File: src/hdl/pdec_pkg.sv
package pdec_pkg;

  localparam int unsigned CLK_HZ          = 20000000;
  localparam int unsigned NUM_CH_DEFAULT  = 4;
  localparam int unsigned DUTY_W_DEFAULT  = 8;
  localparam int unsigned NUM_GEN_DEFAULT = 2;
  localparam int unsigned NUM_USR_DEFAULT = 2;
  // Time in ns the woken peripheral clock is kept after the last request
  localparam int unsigned WAKE_HOLD_NS     = 200;
  localparam int unsigned WAKE_HOLD_CYCLES = (WAKE_HOLD_NS * (CLK_HZ / 1000000) + 999) / 1000;
  localparam int unsigned RESET_ENABLE_BIT = 0;
  localparam int unsigned RESET_RESPONSE   = 0;

  typedef struct packed {
    logic incr;
    logic decr;
  } pdec_step_type;

endpackage

File: src/hdl/pdec_route.sv
`timescale 1ns/10ps
// Event routing: per user, OR of enabled generators, gated by user enable
module pdec_route #(
  parameter int unsigned NUM_GEN = pdec_pkg::NUM_GEN_DEFAULT,
  parameter int unsigned NUM_USR = pdec_pkg::NUM_USR_DEFAULT
) (
  input  wire logic               clk,           // Clock
  input  wire logic               reset_n,       // Async reset, active low
  input  wire logic [NUM_GEN-1:0] gen_event,     // Generator event pulses
  input  wire logic [NUM_GEN-1:0] gen_enable,    // Generator-side enables
  input  wire logic [NUM_USR-1:0] usr_enable,    // User-side enables
  input  wire logic [NUM_GEN-1:0] conn [NUM_USR], // Connection matrix per user
  output logic      [NUM_USR-1:0] usr_event      // Delivered events, registered
);
  initial
  begin
    if (NUM_GEN < 1 || NUM_USR < 1)
      $error("pdec_route: at least one generator and one user needed");
  end

  always_ff @(posedge clk or negedge reset_n)
  begin
    if (!reset_n)
      usr_event <= '0;
    else
      for (int u = 0; u < NUM_USR; u++)
        usr_event[u] <= usr_enable[u] & (|(gen_event & gen_enable & conn[u]));
  end

  property p_route_gate;
    @(posedge clk) disable iff (!reset_n)
      !usr_enable[0] |=> !usr_event[0];
  endproperty
  a_route_gate: assert property (p_route_gate) else $error("user event without user enable");

  property p_route_or;
    @(posedge clk) disable iff (!reset_n)
      (usr_enable[0] && |(gen_event & gen_enable & conn[0])) |=> usr_event[0];
  endproperty
  a_route_or: assert property (p_route_or) else $error("enabled generator event not delivered");
endmodule // pdec_route

File: src/hdl/pdec_top.sv
`timescale 1ns/10ps
// What this block does
// - Step events ignored for a channel unless its enable bit is one.
// - One enable bit enables both increase and decrease events.
// - Each accepted step changes duty by one, once per period, saturating at zero and at the maximum.
// - Pending steps apply only when timebase reaches top.
// - Response bit 0: increase raises duty, decrease lowers it.
// - Response bit 1: event meanings swapped.
// - Simultaneous increase and decrease leave duty unchanged.
// - Number of event channels is a build parameter.
// - Channel-0 match event when timebase equals channel-0 duty.
// - Channel-0 match event has no enable, always generated.
// - Routing ORs all generators feeding one user.
// - Event acts only when enabled at generator and user.
// - Delivery needs no processor, works while both sides clocked.
// - Asynchronous event wakes only target clock, for needed time.
// - New duty values load into active duty only at top.
module pdec_top #(
  parameter int unsigned NUM_CH  = pdec_pkg::NUM_CH_DEFAULT,
  parameter int unsigned DUTY_W  = pdec_pkg::DUTY_W_DEFAULT,
  parameter int unsigned NUM_GEN = pdec_pkg::NUM_GEN_DEFAULT,
  parameter int unsigned NUM_USR = pdec_pkg::NUM_USR_DEFAULT
) (
  input  wire logic                    clk,                       // 20 MHz clock
  input  wire logic                    reset_n,                   // Async reset, active low
  input  wire logic [DUTY_W-1:0]       timebase_count,            // Shared timebase counter
  input  wire logic [DUTY_W-1:0]       timebase_top,              // Timebase top value
  input  wire logic [NUM_CH-1:0]       channel_event_enable,      // Per-channel event enable
  input  wire logic [NUM_CH-1:0]       channel_event_response,    // Per-channel direction swap
  input  wire logic [NUM_CH-1:0]       event_incr,                // Increase event pulses
  input  wire logic [NUM_CH-1:0]       event_decr,                // Decrease event pulses
  input  wire logic [NUM_CH-1:0]       duty_write,                // Software duty write strobes
  input  wire logic [DUTY_W-1:0]       duty_write_data,           // Duty value to write
  input  wire logic [NUM_GEN-1:0]      gen_event,                 // Other generators into routing
  input  wire logic [NUM_GEN-1:0]      gen_enable,                // Generator-side enables
  input  wire logic [NUM_USR-1:0]      usr_enable,                // User-side enables
  input  wire logic [NUM_GEN-1:0]      conn [NUM_USR],            // Routing matrix
  input  wire logic [NUM_USR-1:0]      usr_async,                 // User accepts asynchronous wake
  input  wire logic [NUM_USR-1:0]      usr_busy,                  // Woken function still working
  output logic      [DUTY_W-1:0]       duty_active [NUM_CH],      // Active duty values
  output logic                         first_channel_match_event, // Channel-0 match pulse
  output logic      [NUM_USR-1:0]      usr_event,                 // Delivered events
  output logic      [NUM_USR-1:0]      usr_clk_wake               // Per-user clock request
);
  localparam logic [DUTY_W-1:0] DUTY_MAX = '1;
  localparam int unsigned HOLD_W = $clog2(pdec_pkg::WAKE_HOLD_CYCLES + 1) + 1;
  localparam logic [HOLD_W-1:0] HOLD_LOAD = HOLD_W'(pdec_pkg::WAKE_HOLD_CYCLES);

  initial
  begin
    if (NUM_CH < 1 || NUM_CH > 32 || DUTY_W < 2)
      $error("pdec_top: unsupported channel count or duty width");
  end

  // Step latch per channel, held until top
  pdec_pkg::pdec_step_type      pend_reg [NUM_CH];
  logic [DUTY_W-1:0]            shadow_reg [NUM_CH];
  logic [NUM_CH-1:0]            shadow_new_reg;
  logic [HOLD_W-1:0]            hold_reg [NUM_USR];
  logic [NUM_USR-1:0]           route_event;
  logic                         at_top;

  assign at_top = (timebase_count == timebase_top);

  function automatic logic [DUTY_W-1:0] step_duty(input logic [DUTY_W-1:0] d, input logic up, input logic dn);
    logic [DUTY_W-1:0] r;
    r = d;
    if (up && !dn && d != DUTY_MAX)
      r = d + DUTY_W'(1);
    else if (dn && !up && d != '0)
      r = d - DUTY_W'(1);
    return r;
  endfunction

  always_ff @(posedge clk or negedge reset_n)
  begin
    if (!reset_n)
      for (int c = 0; c < NUM_CH; c++)
        pend_reg[c] <= '0;
    else
      for (int c = 0; c < NUM_CH; c++)
        if (at_top)
          pend_reg[c] <= '0;
        else if (channel_event_enable[c])
        begin
          if (event_incr[c])
            pend_reg[c].incr <= 1'b1 ^ channel_event_response[c] ? 1'b1 : pend_reg[c].incr;
          if (event_incr[c] && channel_event_response[c])
            pend_reg[c].decr <= 1'b1;
          if (event_decr[c] && !channel_event_response[c])
            pend_reg[c].decr <= 1'b1;
          if (event_decr[c] && channel_event_response[c])
            pend_reg[c].incr <= 1'b1;
        end
  end

  always_ff @(posedge clk or negedge reset_n)
  begin
    if (!reset_n)
    begin
      shadow_new_reg <= '0;
      for (int c = 0; c < NUM_CH; c++)
        shadow_reg[c] <= '0;
    end
    else
      for (int c = 0; c < NUM_CH; c++)
        if (duty_write[c])
        begin
          shadow_reg[c]     <= duty_write_data;
          shadow_new_reg[c] <= 1'b1;
        end
        else if (at_top)
          shadow_new_reg[c] <= 1'b0;
  end

  always_ff @(posedge clk or negedge reset_n)
  begin
    if (!reset_n)
      for (int c = 0; c < NUM_CH; c++)
        duty_active[c] <= '0;
    else if (at_top)
      for (int c = 0; c < NUM_CH; c++)
        duty_active[c] <= shadow_new_reg[c] ? shadow_reg[c]
                        : step_duty(duty_active[c], pend_reg[c].incr, pend_reg[c].decr);
  end

  always_ff @(posedge clk or negedge reset_n)
  begin
    if (!reset_n)
      first_channel_match_event <= 1'b0;
    else
      first_channel_match_event <= (timebase_count == duty_active[0]);
  end

  pdec_route #(
    .NUM_GEN (NUM_GEN),
    .NUM_USR (NUM_USR)
  ) i_pdec_route (
    .clk        (clk),
    .reset_n    (reset_n),
    .gen_event  (gen_event),
    .gen_enable (gen_enable),
    .usr_enable (usr_enable),
    .conn       (conn),
    .usr_event  (route_event)
  );

  always_ff @(posedge clk or negedge reset_n)
  begin
    if (!reset_n)
      usr_event <= '0;
    else
      usr_event <= route_event;
  end

  always_ff @(posedge clk or negedge reset_n)
  begin
    if (!reset_n)
    begin
      usr_clk_wake <= '0;
      for (int u = 0; u < NUM_USR; u++)
        hold_reg[u] <= '0;
    end
    else
      for (int u = 0; u < NUM_USR; u++)
      begin
        if (route_event[u] && usr_async[u])
          hold_reg[u] <= HOLD_LOAD;
        else if (hold_reg[u] != '0 && !usr_busy[u])
          hold_reg[u] <= hold_reg[u] - HOLD_W'(1);
        usr_clk_wake[u] <= (route_event[u] && usr_async[u]) || usr_busy[u] || (hold_reg[u] > HOLD_W'(1));
      end
  end

  property p_no_change_off_top;
    @(posedge clk) disable iff (!reset_n)
      !at_top |=> $stable(duty_active[0]);
  endproperty
  a_no_change_off_top: assert property (p_no_change_off_top) else $error("duty changed off top");

  property p_disabled_ignored;
    @(posedge clk) disable iff (!reset_n)
      (!channel_event_enable[0] && !at_top) |=> (pend_reg[0] == $past(pend_reg[0]));
  endproperty
  a_disabled_ignored: assert property (p_disabled_ignored) else $error("disabled channel took event");

  property p_step_up;
    @(posedge clk) disable iff (!reset_n)
      (at_top && !shadow_new_reg[0] && pend_reg[0].incr && !pend_reg[0].decr && duty_active[0] != DUTY_MAX)
      |=> duty_active[0] == $past(duty_active[0]) + DUTY_W'(1);
  endproperty
  a_step_up: assert property (p_step_up) else $error("increase step not exactly one");

  property p_cancel;
    @(posedge clk) disable iff (!reset_n)
      (at_top && !shadow_new_reg[0] && pend_reg[0].incr && pend_reg[0].decr) |=> $stable(duty_active[0]);
  endproperty
  a_cancel: assert property (p_cancel) else $error("both events changed duty");

  property p_saturate;
    @(posedge clk) disable iff (!reset_n)
      (at_top && !shadow_new_reg[0] && duty_active[0] == '0) |=> duty_active[0] != DUTY_MAX;
  endproperty
  a_saturate: assert property (p_saturate) else $error("duty wrapped below zero");

  property p_swap;
    @(posedge clk) disable iff (!reset_n)
      (channel_event_enable[0] && channel_event_response[0] && event_incr[0] && !at_top) |=> pend_reg[0].decr;
  endproperty
  a_swap: assert property (p_swap) else $error("swapped increase not recorded as decrease");

  property p_match;
    @(posedge clk) disable iff (!reset_n)
      (timebase_count == duty_active[0]) |=> first_channel_match_event;
  endproperty
  a_match: assert property (p_match) else $error("channel-0 match event missing");

  property p_shadow_load;
    @(posedge clk) disable iff (!reset_n)
      (at_top && shadow_new_reg[0]) |=> duty_active[0] == $past(shadow_reg[0]);
  endproperty
  a_shadow_load: assert property (p_shadow_load) else $error("shadow not loaded at top");

  c_step:  cover property (@(posedge clk) disable iff (!reset_n) at_top && pend_reg[0].incr);
  c_match: cover property (@(posedge clk) disable iff (!reset_n) first_channel_match_event);
  c_wake:  cover property (@(posedge clk) disable iff (!reset_n) usr_clk_wake[0]);
endmodule // pdec_top

File: config.mk
export PLATFORM = sky130hd
export DESIGN_NAME = pdec_top
export DESIGN_NICKNAME = d
export VERILOG_FILES = /design/src/hdl/pdec_pkg.sv /design/src/hdl/pdec_route.sv /design/src/hdl/pdec_top.sv
export SDC_FILE = /design/constraint.sdc
export NUM_CORES = 1
export LEC_CHECK = 0
export BUFFER_PORTS_ARGS = -buffer_cell sky130_fd_sc_hd__buf_4
export CORE_MARGIN = 2
export CORE_UTILIZATION = 32
export CTS_CLUSTER_SIZE = 24
export DETAILED_ROUTE_END_ITERATION = 8
export PLACE_DENSITY = 0.62
export SYNTH_ARGS = -nofsm -noshare
export SYNTH_HDL_FRONTEND = slang
export SYNTH_SLANG_ARGS = --single-unit
File: constraint.sdc
create_clock -name clk -period 2.87 [get_ports clk]
set_clock_uncertainty 0.05 [all_clocks]
set_input_delay 0.1435 -clock clk [delete_from_list [all_inputs] [get_ports clk]]
set_output_delay 0.1435 -clock clk [all_outputs]
set_load 0.05 [all_outputs]
-- Yosys cells after proc, flatten, opt, wreduce, memory -nomap -nowiden
Index checks and enable logic that the tools add are counted.
- output and inout port bits: 37
- input port bits: 60
- word-level logic and storage cells: 194
- flip-flop bits (word level): 91
- add/subtract/negate cells: 10
- magnitude comparators: 2
- multiplexer cells: 49
- bitwise logic cells: 5
- reductions and logical operators: 92
- eq/ne operators: 10
- operators with widths (cell ; number):
    two-way mux 8 bit ; 12
    nonzero test 3 bit ; 12
    adder 8 x 1 -> 8 bit (second input constant) ; 4
    logical AND 1 bit ; 32
    != test 8 bit (second input constant) ; 4
    nonzero test 8 bit ; 4
    subtractor 8 x 1 -> 8 bit (second input constant) ; 4
    two-way mux 1 bit ; 25
    nonzero test 2 bit ; 10
    equality test 8 bit ; 2
    two-way mux 2 bit ; 8
    two-way mux 4 bit ; 4
    AND reduction 2 bit ; 8
    logical NOT 1 bit ; 14
    != test 3 x 1 -> 1 bit (second input constant) ; 4
    AND reduction 3 bit ; 4
    > comparator 4 x 1 -> 1 bit (second input constant) ; 2
    nonzero test 4 bit ; 2
    subtractor 4 x 1 -> 4 bit (second input constant) ; 2
    bitwise AND 2 bit ; 3
    logical OR 1 bit ; 4
    OR reduction 2 bit ; 2
    bitwise AND 1 bit ; 2

-- Depth between registers and ports, before layout
- word-level depth: 6
- gate-level depth with buffers: 9
- gate-level depth less buffers: 9

-- Hierarchy
From an unflattened synthesis, not the netlist that was laid out.
- cells, all modules: 540
- area, all modules: 5489.0 um^2
- modules (own cells, without submodules) (module ; times used ; cells each ; seq. area each (um^2) ; area an instance (um^2)):
    pdec_top ; 1 ; 532 ; 2227.1 ; 5406.4
    pdec_route ; 1 ; 8 ; 50.0 ; 82.6

-- Worst setup path before layout
No wires, ideal clock.
- kind: reg2reg
- from: register duty_active[9] in the netlist's numbering
- to: register duty_active[15] in the netlist's numbering
- setup slack: -0.109 ns
- period minus slack after synthesis: 2.979 ns
- required time: 2.750 ns
- stages on the path, launching flop included: 10
- buffers on the path: 0
- data arrival time: 2.859 ns
- setup time: 0.070 ns
- path through: dfrtp_1 -> and4_1 -> a21oi_1 -> inv_1 -> ha_1 -> or3_1 -> a2111o_1 -> a21o_1 -> a2111o_1 -> nand3_1
- cells in the longest elaborated chain, start to end: 4
- elaborated cells between the ends (all ways): 11
- those cells by class: add/sub: 2; eq/ne: 1; mux: 3; reduce/logical: 5
- RTL lines (element ; RTL line ; text):
    from (decl) ; pdec_top.sv:40 ; output logic [DUTY_W-1:0] duty_active [NUM_CH],
    from (signal, indexed assignment) ; pdec_top.sv:123 ; duty_active[c] <= shadow_new_reg[c] ? shadow_reg[c]
    subtractor 8 x 1 -> 8 bit (tied with other cells) ; pdec_top.sv:71 ; r = d - DUTY_W'(1);
    two-way mux 8 bit (tied with other cells) ; pdec_top.sv:70 ; else if (dn && !up && d != '0)
    two-way mux 8 bit or nonzero test 3 bit (tied branches) ; - ;
    two-way mux 8 bit or AND reduction 2 bit (tied branches) ; - ;
Several ways; a longest one is shown, not always the timed one. The select of a mux whose other input is x is not followed.
A chain may end at the register's enable or synchronous reset.

-- Final worst setup path
- from: register duty_active[7] in the netlist's numbering
- to: register duty_active[7] in the netlist's numbering
The elaborated chain is that of the path after synthesis.

==> reports/qor.csv <==
metric;value;unit
# diodes;0;
initial antenna violation count;0;
largest family of logic cells by synthesized area;compound AO/OA/AOI/OAI gates;
largest net degree at the start of global routing;48;
top-area cell type share of the netlist area;0.416;
1st-pass router iterations;4;
CTS H-tree lvls;3;
NumNets Final;781;
Antenna Nets Post-Route;0;
first-pass GRT wire length;23.3;mm
DR iter-0 viols;213;
Rows;47;
Hold Violations, Final;0;
CTS buffer count;9;
Starting Density;0.329;
Clk pwr share;0.225;
gr usage total;0.158;
I/O pin total;97;
simple-gate share of the synthesized area;0.145;
placed cell count;882;
Max Fclk;363;MHz
Lkg Pwr;3.24;nW
max-cap violation count;0;
crit end category;register;
final setup margin;0.118;ns
crit path launch type;register;
prevailing post-synth register cell;dfrtp_1;
Final HPWL DP;10.7;mm
CTS max path bufs;2;
placed cell areas;6720;um2
Setup Slack @ Placement;-0.0113;ns
Post-Synthesis Cells;544;
P_sw;0.00211;W
Die Y-Extent;135;um
clock sinks;91;
share of flip-flops with an asynchronous set or reset;1.00;
Switching Fraction;0.392;
commonest cells in the netlist;91 x dfrtp_1, 45 x nand2_1, 45 x nor2_1;
sequential area share after synthesis;0.416;
Worst-Margin Slew;0.605;ns
Hold WC Path Type;in -> reg;
CTS tree;built;
count leader, synth;dfrtp_1;
number of setup violations in the final report;0;
Yosys cell types;43;
Logic pwr share;0.459;
area of the multi-input gates;3120;um2
Syn-to-layout area delta;32.0;%
crit path max fanout;10;
Root Driver;clkbuf_16;
DRC Markers;0;
Tmin final;2.75;ns
status;finished, final reports clean;
post-synthesis adder-cell area fraction;0.0878;
Power Density;743;nW/um2
Core Region;16600;um2
Synth area leaders;dfrtp_1 42%, mux2_2 7.4%, ha_1 7.3%;
Mapped Area;5470;um2
Finished Cell Area;7230;um2
register bit total from synthesis;91;
synth warn;0;
routed len/inst;15.7;um
Synth Area in XOR/XNOR;0.0608;
clk_lat worst skew;0.34;ns
RePlAce Congestion;0.817;
mux cell area share after synthesis;0.0896;
Seq. cell area;2310;um2
fin. max-slew vios;0;
Reg clk slew, reported paths;0.07;ns
total number of vias;4742;
Die ar.;18200;um2
worst path required time;3.09;ns
fin crit share;0.959;
Pint;0.00326;W
Max VDD drop;0.000369;V
global route overflow;0;
largest area contributor in the netlist;dfrtp_1;
Sequential Power Share;0.316;
synthesized area per cell;10.1;um2
final WL;14.3;mm
Post-synth EDFFs;0;
CP arrival;2.97;ns
layout cell share with drive strength beyond 1;0.346;
Die Wd;135;um
Fillers;1595;
Compound-Gate Fraction of Synth Area;0.170;
vias in the first global route;4857;
port bufs;96;
WS Path Type;reg -> reg;
Slew HR;0.597;
post-synth net total;640;
Post-Layout Cell Count;910;
Vias/cell;5.21;
metrics by stage:
step | total power (W) | hold slack, ns | util | TNS [ns]
floorplan | 0.00334 | -0.202 | - | 0
global placement | 0.00403 | 0.135 | 0.404 | 0
detailed placement | 0.00410 | 0.137 | 0.404 | -0.0113
CTS | 0.00534 | 0.000276 | 0.427 | 0
global route | 0.00573 | 0.00676 | 0.434 | -0.00774
finish | 0.00537 | 0.00947 | 0.434 | 0
critical path, cell delays in order (launching register included):
cell and delay, ns:
dfrtp_2 0.45, and4_1 0.24, a21oi_4 0.19, inv_4 0.09
ha_1 0.23, or3_1 0.39, a2111o_1 0.37, a21o_1 0.18
a2111o_1 0.41, nand3_1 0.09
power by group through the flow:
| stage | Sequential [W] | Clock (W) | Combinational (W) |
|---|---|---|---|
| 6_report | 0.00170 | 0.00121 | 0.00247 |
| 2_1_floorplan | 0.00216 | 0 | 0.00118 |
| 3_5_place_dp | 0.00172 | 0 | 0.00239 |
| 5_1_grt | 0.00173 | 0.00129 | 0.00271 |
| 4_1_cts | 0.00170 | 0.00124 | 0.00240 |
| 3_3_place_gp | 0.00171 | 0 | 0.00232 |
path summary, 6_finish.rpt:
path | startpoint | to | slack [ns] | cells after the start
worst max-delay path | duty_active[7]$_DFFE_PN0P_ | duty_active[7]$_DFFE_PN0P_ | 0.12 | 9
worst min-delay path | channel_event_enable[0] | pend_reg[6]$_DFFE_PN0P_ | 0.009 | 3
worst max register to register | duty_active[7]$_DFFE_PN0P_ | duty_active[7]$_DFFE_PN0P_ | 0.12 | 9
worst min register to register | i_pdec_route.usr_event[1]$_DFF_PN0_ | usr_event[1]$_DFF_PN0_ | 0.41 | 0
max in group asynchronous | reset_n | duty_active[15]$_DFFE_PN0P_ | 1.77 | 3
min in group asynchronous | reset_n | pend_reg[5]$_DFFE_PN0P_ | 0.31 | 2
repair_timing:
item / in CTS / in global routing
pin swaps: 0 / 3
setup endpoints to repair: 3 / 11
endpoints found under the hold margin: 58 / 0
setup buffers: 0 / 4
gates resized for setup: 2 / 21
hold buffers: 8 / 0
layout make-up:
class                      instances  area share
tap                              220      0.0381
clock inverter                     7      0.0102
sequential                        91       0.320
clock buffer                       9      0.0312
inverter                          26      0.0145
multi-input combinational        413       0.432
timing repair buffer             144       0.154
kinds of logic (layout without fill, tap and decap cells):
kind of cell / after synthesis / count (layout)
multiplexers: 44 / 44
AO/OA/AOI/OAI: 133 / 133
XOR/XNOR: 38 / 38
flip-flops: 91 / 91
adder cells (fa/ha/maj): 36 / 36
AND/OR/NAND/NOR: 162 / 162
buffers and inverters: 40 / 186
layout by cell type (no fill, tap or decap), types with 4 or more instances in the layout:
cell type      instances
a2111o_1               8
a211o_1                4
a21o_1                15
a21oi_1               40
a311o_1                6
a311oi_2               4
a31oi_1               22
and3_1                10
and4_1                 8
buf_4                135
clkbuf_16              9
dfrtp_1               61
dfrtp_2               30
dlygate4sd3_1          8
fa_1                   4
ha_1                  28
inv_1                 20
mux2_1                 4
mux2_2                36
mux2i_1                4
nand2_1               45
nand2b_1               8
nand3_1               14
nand4_1                7
nor2_1                45
nor4_1                13
o21ai_0                9
o21bai_1               5
or3_1                  4
xnor2_1               33
xor2_1                 5
routing by layer:
metal	global-route usage	up-vias	wire length, um
li1	-	2281	-
met4	0.0374	0	149
met5	0	-	0
met2	0.273	135	7050
met3	0.0372	16	823
met1	0.200	2310	6230
Note: power is estimated with default switching activity, not from simulation.
